**config.mk**
```make
export PLATFORM = sky130hd
export DESIGN_NAME = ads_serial_ctrl
export DESIGN_NICKNAME = d
export VERILOG_FILES = /design/src/rtl/ads_pkg.sv /design/src/rtl/ads_serial_ctrl.sv
export VERILOG_INCLUDE_DIRS = /design/src /design/src/rtl
export SDC_FILE = /design/constraint.sdc
export NUM_CORES = 1
export LEC_CHECK = 0
export BUFFER_PORTS_ARGS = -buffer_cell sky130_fd_sc_hd__buf_2
export CAP_MARGIN = 15
export CORE_MARGIN = 2
export CORE_UTILIZATION = 56
export DETAILED_ROUTE_END_ITERATION = 8
export PLACE_DENSITY = 0.81
export SYNTH_ARGS = -nofsm -noshare
export SYNTH_HDL_FRONTEND = slang
export SYNTH_SLANG_ARGS = --single-unit
```
**constraint.sdc**
```tcl
create_clock -name aclk -period 3.3 [get_ports aclk]
set_clock_uncertainty 0.1 [all_clocks]
set_input_delay 0.33 -clock aclk [delete_from_list [all_inputs] [get_ports aclk]]
set_output_delay 0.33 -clock aclk [all_outputs]
set_load 0.05 [all_outputs]
```
**src/rtl/ads_params.svh**
```systemverilog
/*
  constants of the audio delay serial control block: frame layout, id codes,
  defaults, timing counts and register offsets.
  assumes it is included by its bare name, after nothing else.
*/
`ifndef ADS_PARAMS_SVH
`define ADS_PARAMS_SVH

// frame layout, msb shifted first
`define ADS_FRAME_BITS    12
`define ADS_ADDR_MSB      11
`define ADS_ADDR_LSB      8
`define ADS_SLEEP_BIT     7
`define ADS_DELAY_MSB     6
`define ADS_DELAY_LSB     1
`define ADS_MUTE_BIT      0

// id codes picked by the address select pin
`define ADS_ID_LOW        4'h2
`define ADS_ID_HIGH       4'h3

// power-on default: code for 20.0 ms
`define ADS_DELAY_DEFAULT 6'h26
`define ADS_RB_BITS       4'h8

// clocking
`define ADS_CLK_KHZ       25000
`define ADS_MCLK_KHZ      2000
`define ADS_FS_DIV_LAST   2'h3
`define ADS_STEP_SHIFT    8
`define ADS_POR_TIME_MS   120
`define ADS_POR_CYCLES    (`ADS_POR_TIME_MS * `ADS_CLK_KHZ)

// register offsets and values
`define ADS_REG_STATUS    4'h0
`define ADS_REG_CONTROL   4'h4
`define ADS_REG_DELAY     4'h8
`define ADS_REG_POINTERS  4'hC
`define ADS_CONTROL_RESET 1'h0
`define ADS_RESP_OKAY     2'h0
`define ADS_RESP_SLVERR   2'h2

`endif

```
**src/rtl/ads_pkg.sv**
```systemverilog
/*
  types of the audio delay serial control block.
  assumes nothing beyond a systemverilog compiler.
*/
package ads_pkg;

  typedef enum logic [2:0] {
    ADS_RB_IDLE  = 3'b001,
    ADS_RB_ACK   = 3'b010,
    ADS_RB_SHIFT = 3'b100
  } ads_rb_state_t;

endpackage : ads_pkg

```
**src/rtl/ads_serial_ctrl.sv**
```systemverilog
/*
  serial control of the audio delay device: frame receiver, id match,
  settings, acknowledge/readback, power-on init, sample timing, pointer
  generation and an axi4-lite register slave.
  assumes aclk at 25 MHz, serial pins asynchronous to aclk, shift clock
  well below aclk/4, and an outside memory that uses the pointers.
*/
// Our own choices: register access over AXI4-Lite and the placing of the registers.
`include "ads_params.svh"

module ads_serial_ctrl #(
  parameter int POR_CYCLES = `ADS_POR_CYCLES
) (
  // clock and reset
  input  wire logic        aclk,
  input  wire logic        aresetn,
  // axi4-lite write
  input  wire logic [3:0]  awaddr,
  input  wire logic        awvalid,
  output      logic        awready,
  input  wire logic [31:0] wdata,
  input  wire logic [3:0]  wstrb,
  input  wire logic        wvalid,
  output      logic        wready,
  output      logic [1:0]  bresp,
  output      logic        bvalid,
  input  wire logic        bready,
  // axi4-lite read
  input  wire logic [3:0]  araddr,
  input  wire logic        arvalid,
  output      logic        arready,
  output      logic [31:0] rdata,
  output      logic [1:0]  rresp,
  output      logic        rvalid,
  input  wire logic        rready,
  // serial pins
  input  wire logic        shift_clk,
  input  wire logic        serial_data,
  input  wire logic        latch_req,
  input  wire logic        address_select_pin,
  output      logic        ack_readback_pin,
  // audio core side
  output      logic        mute_out,
  output      logic        sleep_out,
  output      logic        core_clk_run,
  output      logic        sample_tick,
  output      logic [5:0]  delay_select_bits,
  output      logic [13:0] mem_wr_addr,
  output      logic [13:0] mem_rd_addr,
  output      logic        por_busy
);

  // pin synchronisers; stage one is read only by stage two
  logic [3:0] sync1, sync2;
  logic [1:0] prev;
  logic       sck_s, sdata_s, req_s, idsel_s;
  logic       sck_fall, sck_rise, req_rise;
  always_ff @(posedge aclk) begin
    if (!aresetn) begin
      sync1 <= 4'h0;
      sync2 <= 4'h0;
      prev  <= 2'h0;
    end else begin
      sync1 <= {address_select_pin, latch_req, serial_data, shift_clk};
      sync2 <= sync1;
      prev  <= {sync2[2], sync2[0]};
    end
  end
  assign {idsel_s, req_s, sdata_s, sck_s} = sync2;
  assign sck_fall = prev[0] & ~sck_s;
  assign sck_rise = ~prev[0] & sck_s;
  assign req_rise = ~prev[1] & req_s;

  // power-on hold
  logic [21:0] por_cnt, next_por_cnt;
  logic        next_por_busy;
  always_comb begin
    next_por_cnt  = por_cnt;
    next_por_busy = por_busy;
    if (por_busy && por_cnt >= POR_CYCLES[21:0] - 22'h1) begin
      next_por_busy = 1'b0;
    end else if (por_busy) begin
      next_por_cnt = por_cnt + 22'h1;
    end
  end
  always_ff @(posedge aclk) begin
    if (!aresetn) begin
      por_cnt  <= 22'h0;
      por_busy <= 1'b1;
    end else begin
      por_cnt  <= next_por_cnt;
      por_busy <= next_por_busy;
    end
  end

  // frame receiver and settings
  logic [11:0] frame, next_frame;
  logic        shifted, next_shifted, sleep_q, mute_q, next_sleep, next_mute;
  logic [5:0]  delay_q, next_delay;
  logic [3:0]  own_id;
  logic        latch_now, accept, reject;
  assign own_id    = idsel_s ? `ADS_ID_HIGH : `ADS_ID_LOW;
  // a bit shifted in while the strobe is high is acted on one cycle later
  assign latch_now = req_rise | (req_s & shifted);
  assign accept    = latch_now & ~por_busy & (frame[`ADS_ADDR_MSB:`ADS_ADDR_LSB] == own_id);
  assign reject    = req_rise & ~accept;
  always_comb begin
    next_frame   = frame;
    next_shifted = sck_fall;
    next_sleep   = sleep_q;
    next_mute    = mute_q;
    next_delay   = delay_q;
    if (sck_fall)
      next_frame = {frame[10:0], sdata_s};
    if (por_busy) begin
      next_sleep = 1'b0;
      next_mute  = 1'b0;
      next_delay = `ADS_DELAY_DEFAULT;
    end else if (accept) begin
      next_sleep = frame[`ADS_SLEEP_BIT];
      next_mute  = frame[`ADS_MUTE_BIT];
      next_delay = frame[`ADS_DELAY_MSB:`ADS_DELAY_LSB];
    end
  end
  always_ff @(posedge aclk) begin
    if (!aresetn) begin
      frame   <= 12'h000;
      shifted <= 1'b0;
      sleep_q <= 1'b0;
      mute_q  <= 1'b0;
      delay_q <= `ADS_DELAY_DEFAULT;
    end else begin
      frame   <= next_frame;
      shifted <= next_shifted;
      sleep_q <= next_sleep;
      mute_q  <= next_mute;
      delay_q <= next_delay;
    end
  end

  // acknowledge and readback
  ads_pkg::ads_rb_state_t rb_state, next_rb_state;
  logic [7:0]             rb_shift, next_rb_shift;
  logic [3:0]             rb_cnt, next_rb_cnt;
  logic                   next_ack;
  always_comb begin
    next_rb_state = rb_state;
    next_rb_shift = rb_shift;
    next_rb_cnt   = rb_cnt;
    next_ack      = ack_readback_pin;
    if (accept) begin
      next_rb_state = ads_pkg::ADS_RB_ACK;
      next_rb_shift = {frame[`ADS_SLEEP_BIT], frame[`ADS_DELAY_MSB:`ADS_DELAY_LSB], frame[`ADS_MUTE_BIT]};
      next_rb_cnt   = 4'h0;
      next_ack      = 1'b1;
    end else if (reject) begin
      next_rb_state = ads_pkg::ADS_RB_IDLE;
      next_ack      = 1'b0;
    end else begin
      case (rb_state)
        ads_pkg::ADS_RB_IDLE: next_ack = 1'b0;
        ads_pkg::ADS_RB_ACK, ads_pkg::ADS_RB_SHIFT: begin
          if (sck_rise && !req_s) begin
            if (rb_cnt == `ADS_RB_BITS) begin
              next_rb_state = ads_pkg::ADS_RB_IDLE;
              next_ack      = 1'b0;
            end else begin
              next_rb_state = ads_pkg::ADS_RB_SHIFT;
              next_ack      = rb_shift[7];
              next_rb_shift = {rb_shift[6:0], 1'b0};
              next_rb_cnt   = rb_cnt + 4'h1;
            end
          end
        end
        default: begin
          next_rb_state = ads_pkg::ADS_RB_IDLE;
          next_ack      = 1'b0;
        end
      endcase
    end
  end
  always_ff @(posedge aclk) begin
    if (!aresetn) begin
      rb_state         <= ads_pkg::ADS_RB_IDLE;
      rb_shift         <= 8'h00;
      rb_cnt           <= 4'h0;
      ack_readback_pin <= 1'b0;
    end else begin
      rb_state         <= next_rb_state;
      rb_shift         <= next_rb_shift;
      rb_cnt           <= next_rb_cnt;
      ack_readback_pin <= next_ack;
    end
  end

  // master clock and sample rate; the fractional accumulator gives 2 MHz on
  // average from 25 MHz, at the cost of one cycle of jitter per tick
  logic [15:0] phase, next_phase, phase_sum;
  logic [1:0]  fs_cnt, next_fs_cnt;
  logic        next_sample_tick, control_mute;
  logic [13:0] wptr, next_wptr;
  logic [14:0] delay_samples;
  assign phase_sum     = phase + 16'(`ADS_MCLK_KHZ);
  assign core_clk_run  = ~sleep_q & ~por_busy;
  // (code + 1) * 256 samples
  assign delay_samples = {1'b0, delay_q, 8'h00} + 15'h0100;
  always_comb begin
    next_phase       = phase;
    next_fs_cnt      = fs_cnt;
    next_sample_tick = 1'b0;
    next_wptr        = wptr;
    if (core_clk_run) begin
      if (phase_sum >= 16'(`ADS_CLK_KHZ)) begin
        next_phase  = phase_sum - 16'(`ADS_CLK_KHZ);
        next_fs_cnt = fs_cnt + 2'h1;
        if (fs_cnt == `ADS_FS_DIV_LAST) begin
          next_sample_tick = 1'b1;
          next_wptr        = wptr + 14'h0001;
        end
      end else begin
        next_phase = phase_sum;
      end
    end
  end
  always_ff @(posedge aclk) begin
    if (!aresetn) begin
      phase       <= 16'h0000;
      fs_cnt      <= 2'h0;
      sample_tick <= 1'b0;
      wptr        <= 14'h0000;
    end else begin
      phase       <= next_phase;
      fs_cnt      <= next_fs_cnt;
      sample_tick <= next_sample_tick;
      wptr        <= next_wptr;
    end
  end

  assign mem_wr_addr       = wptr;
  // code 63 wraps to a full buffer: read the oldest word just before overwrite
  assign mem_rd_addr       = wptr - delay_samples[13:0];
  assign delay_select_bits = delay_q;
  assign sleep_out         = sleep_q;
  assign mute_out          = mute_q | sleep_q | por_busy | control_mute;

  // axi4-lite slave
  logic        aw_held, next_aw_held, w_held, next_w_held, next_bvalid, next_rvalid, next_control_mute;
  logic [3:0]  aw_addr_q, next_aw_addr, w_strb_q, next_w_strb;
  logic [31:0] w_data_q, next_w_data, next_rdata;
  logic [1:0]  next_bresp, next_rresp;
  assign awready = ~aw_held & ~bvalid;
  assign wready  = ~w_held & ~bvalid;
  assign arready = ~rvalid;
  always_comb begin
    next_aw_held      = aw_held;
    next_aw_addr      = aw_addr_q;
    next_w_held       = w_held;
    next_w_data       = w_data_q;
    next_w_strb       = w_strb_q;
    next_bvalid       = bvalid;
    next_bresp        = bresp;
    next_rvalid       = rvalid;
    next_rdata        = rdata;
    next_rresp        = rresp;
    next_control_mute = control_mute;
    if (awvalid && awready) begin
      next_aw_held = 1'b1;
      next_aw_addr = awaddr;
    end
    if (wvalid && wready) begin
      next_w_held = 1'b1;
      next_w_data = wdata;
      next_w_strb = wstrb;
    end
    if (bvalid && bready)
      next_bvalid = 1'b0;
    if (next_aw_held && next_w_held && !bvalid) begin
      next_aw_held = 1'b0;
      next_w_held  = 1'b0;
      next_bvalid  = 1'b1;
      next_bresp   = `ADS_RESP_OKAY;
      if (next_aw_addr == `ADS_REG_CONTROL) begin
        if (next_w_strb[0])
          next_control_mute = next_w_data[0];
      end else if (next_aw_addr != `ADS_REG_STATUS && next_aw_addr != `ADS_REG_DELAY &&
                   next_aw_addr != `ADS_REG_POINTERS) begin
        next_bresp = `ADS_RESP_SLVERR;
      end
    end
    if (rvalid && rready)
      next_rvalid = 1'b0;
    if (arvalid && arready) begin
      next_rvalid = 1'b1;
      next_rresp  = `ADS_RESP_OKAY;
      case (araddr)
        `ADS_REG_STATUS: begin
          next_rdata = {21'h000000, rb_state == ads_pkg::ADS_RB_SHIFT, por_busy, ack_readback_pin,
                        sleep_q, delay_q, mute_q};
        end
        `ADS_REG_CONTROL: begin
          next_rdata = {31'h00000000, control_mute};
        end
        `ADS_REG_DELAY: begin
          next_rdata = {17'h00000, delay_samples};
        end
        `ADS_REG_POINTERS: begin
          next_rdata = {2'h0, mem_rd_addr, 2'h0, wptr};
        end
        default: begin
          next_rdata = 32'h00000000;
          next_rresp = `ADS_RESP_SLVERR;
        end
      endcase
    end
  end
  always_ff @(posedge aclk) begin
    if (!aresetn) begin
      aw_held      <= 1'b0;
      aw_addr_q    <= 4'h0;
      w_held       <= 1'b0;
      w_data_q     <= 32'h00000000;
      w_strb_q     <= 4'h0;
      bvalid       <= 1'b0;
      bresp        <= 2'h0;
      rvalid       <= 1'b0;
      rdata        <= 32'h00000000;
      rresp        <= 2'h0;
      control_mute <= `ADS_CONTROL_RESET;
    end else begin
      aw_held      <= next_aw_held;
      aw_addr_q    <= next_aw_addr;
      w_held       <= next_w_held;
      w_data_q     <= next_w_data;
      w_strb_q     <= next_w_strb;
      bvalid       <= next_bvalid;
      bresp        <= next_bresp;
      rvalid       <= next_rvalid;
      rdata        <= next_rdata;
      rresp        <= next_rresp;
      control_mute <= next_control_mute;
    end
  end

endmodule : ads_serial_ctrl

```
==> metrics.txt <==
synth top area cells=dfxtp_1 (40%), nand2_1 (6.1%), nor2_1 (5.7%); maximum vdd drop=423 uV; drt pass-1 iters=5; die height=117 um; TritonCTS clock tree=done; Hold Crit Class=in2reg; TNS Setup=0 ps; Yosys reg bits=142; DRC=0; Tcrit/Tclk final=0.959; CTS Buf Count=17; clock tree root driver cell=clkbuf_16; fmax=316 MHz; Max clock buf depth=2; PD cells=478 nW/um^2; Cell Area, Synth=7140 sq um; WL/cell=15.2 um; critical path type=reg2out; Die Wd=117 um; dpl hpwl=11400 um; Final setup viols=0; final setup margin=134 ps; slew of the pin with the lowest slew margin=1090 ps; reg2reg path depth=8; Synth cell types=83; diode count=0; final net count=1014; worst hold path depth=2; Synth-to-Final Area Change=15.5%; core area=12500 sq um; Avg Inst Size Synth=8.25 sq um; Tmin final=3170 ps; share of layout cells above drive strength 1=0.179; num ports=136; arrival time worst endpoint=2740 ps; Pins Over Slew Limit=0; die area=13700 sq um; DRT iter0 DRCs=582; H-Tree Depth=4; largest net degree at the start of global routing=45; most numerous cell in the Yosys netlist=dfxtp_1; initial antenna violation count=0; Post-synth top flop=dfxtp_1; final wirelength=17200 um; grt ovf=0; Syn Inst Count=866; unrepaired setup endpoints after global routing=no; top cell type's share of synthesized area=0.398; Clk pin slew, worst setup/hold paths=60 ps; IO buf count=96; Slew headroom=0.269; via count=6425; Core Rows=41; starting density of the core=0.571; Final Hold Viols=0; fillers=1047; vias in the first global route=5807; sequential area share after synthesis=0.398; routed vias/inst=5.70; max_cap viols=0; Static Leak=0.00317 uW; CP Capture Type=output port; GRT Total Usage=0.255; Worst EP required=2870 ps; synth cell count leaders=dfxtp_1 (142), nand2_1 (116), nor2_1 (109); GPL Wtd Cong=0.929; first-pass GRT wire length=27800 um; clk sink count=142; run status=complete, no violations; Detail Route Antenna Nets=0; Post-synth EDFFs=0; Critical Path Source Type=register; biggest area consumer among synthesized cells=dfxtp_1; Async SR Flop Fraction=0; Yosys warning total=0; pre-CTS WS=403 ps; worst skew pair latency=420 ps; crit-path max FO=6
-- worst max-delay path: stages, from the launching register on --
cell and delay [ps]:
dfxtp_2 370, ha_4 300, inv_1 50, ha_1 260, nor2b_1 130, o21ai_1 160
a21boi_1 110, o21a_1 190, or3_1 380, and2_1 170, buf_2 200
-- cell families after synthesis --
kind of cell,Yosys count,synth area share
compound gates,185,0.176
xor+xnor,50,0.0639
fa+ha+maj,17,0.0308
buf+inv,90,0.0671
flops,142,0.398
mux,16,0.0228
other cells,1,0.000525
simple gates,365,0.241
-- sequential cells by signal, summed over array words and instances (netlist names), 2 cells and up --
register,flops
aw_addr_q,4
rb_cnt,4
rdata,29
fs_cnt,2
prev,2
rb_state,3
frame,12
sync1,4
rb_shift,8
delay_select_bits,6
sync2,4
por_cnt,22
phase,13
mem_wr_addr,14
-- where the power goes --
| part | switching, uW | total [uW] | internal, uW |
|---|---|---|---|
| clock network | 760 | 1940 | 1180 |
| logic | 176 | 242 | 66.0 |
| registers | 20.6 | 1770 | 1750 |
| total | 956 | 3940 | 2990 |
-- final cells by class --
type                    count  area, sq um  share of cell area
clock buffers              20          467              0.0565
flip-flops and latches    142         2840               0.345
clock inverters            12          135              0.0164
well taps                 172          215              0.0261
repair buffers            113          623              0.0755
inverters                  30          113              0.0136
multi-input cells         638         3860               0.467
-- metal layers --
metal | GRT usage | routed length (um)
met1 | 0.339 | 7720
met2 | 0.402 | 8230
met3 | 0.0577 | 920
met4 | 0.105 | 290
met5 | 0 | 0
-- what timing repair did --
item	4_1_cts	5_1_grt
hold endpoints to repair	1	0
hold buffers	1	0
setup buffers	0	0
cloned	0	0
gates resized for setup	2	3
setup endpoints to repair	1	1
-- placed cells by master (no fill, tap or decap), types with 9 or more instances in the layout --
cell       netlist  layout
o21ai_0         31      30
or3_1            9       9
nand2_1        116     116
buf_2            2      96
xnor2_1         35      34
mux2i_1         14      14
nor3_1          19      19
nor2_1         109     109
dfxtp_1        142     141
ha_1            16      15
and2_1          18      18
nor4_1          10      10
a22oi_1         10      10
nand3_1         30      30
xor2_1          14      14
a31oi_1         11      11
clkbuf_16        0      17
a21oi_1         62      62
buf_4           14      15
inv_1           28      28
-- worst paths after layout --
path	end	slack [ps]	startpoint
setup / recovery	mem_rd_addr[13]	130	delay_select_bits[1]$_SDFFE_PP1P_
hold / removal	sync1[1]$_SDFF_PN0_	10	serial_data
setup reg to reg	mem_wr_addr[0]$_SDFFE_PN0P_	330	phase[4]$_SDFFE_PN0P_
hold reg to reg	sync2[1]$_SDFF_PN0_	330	sync1[1]$_SDFF_PN0_
-- through the flow --
| step | hold slack (ps) | instance area [sq um] | utilization | std cells | total power [uW] |
|---|---|---|---|---|---|
| after floorplan | 312 | 7160 | - | 870 | 1990 |
| after global placement | 315 | 7620 | 0.609 | 1094 | 2040 |
| after detailed placement | 319 | 7620 | 0.609 | 1094 | 2040 |
| after CTS | 1.12 | 8230 | 0.658 | 1127 | 3960 |
| after global routing | 0.354 | 8250 | 0.659 | 1127 | 4070 |
| final | 12.1 | 8250 | 0.659 | 1127 | 3940 |
No activity file was read; power rests on OpenSTA's default activity.
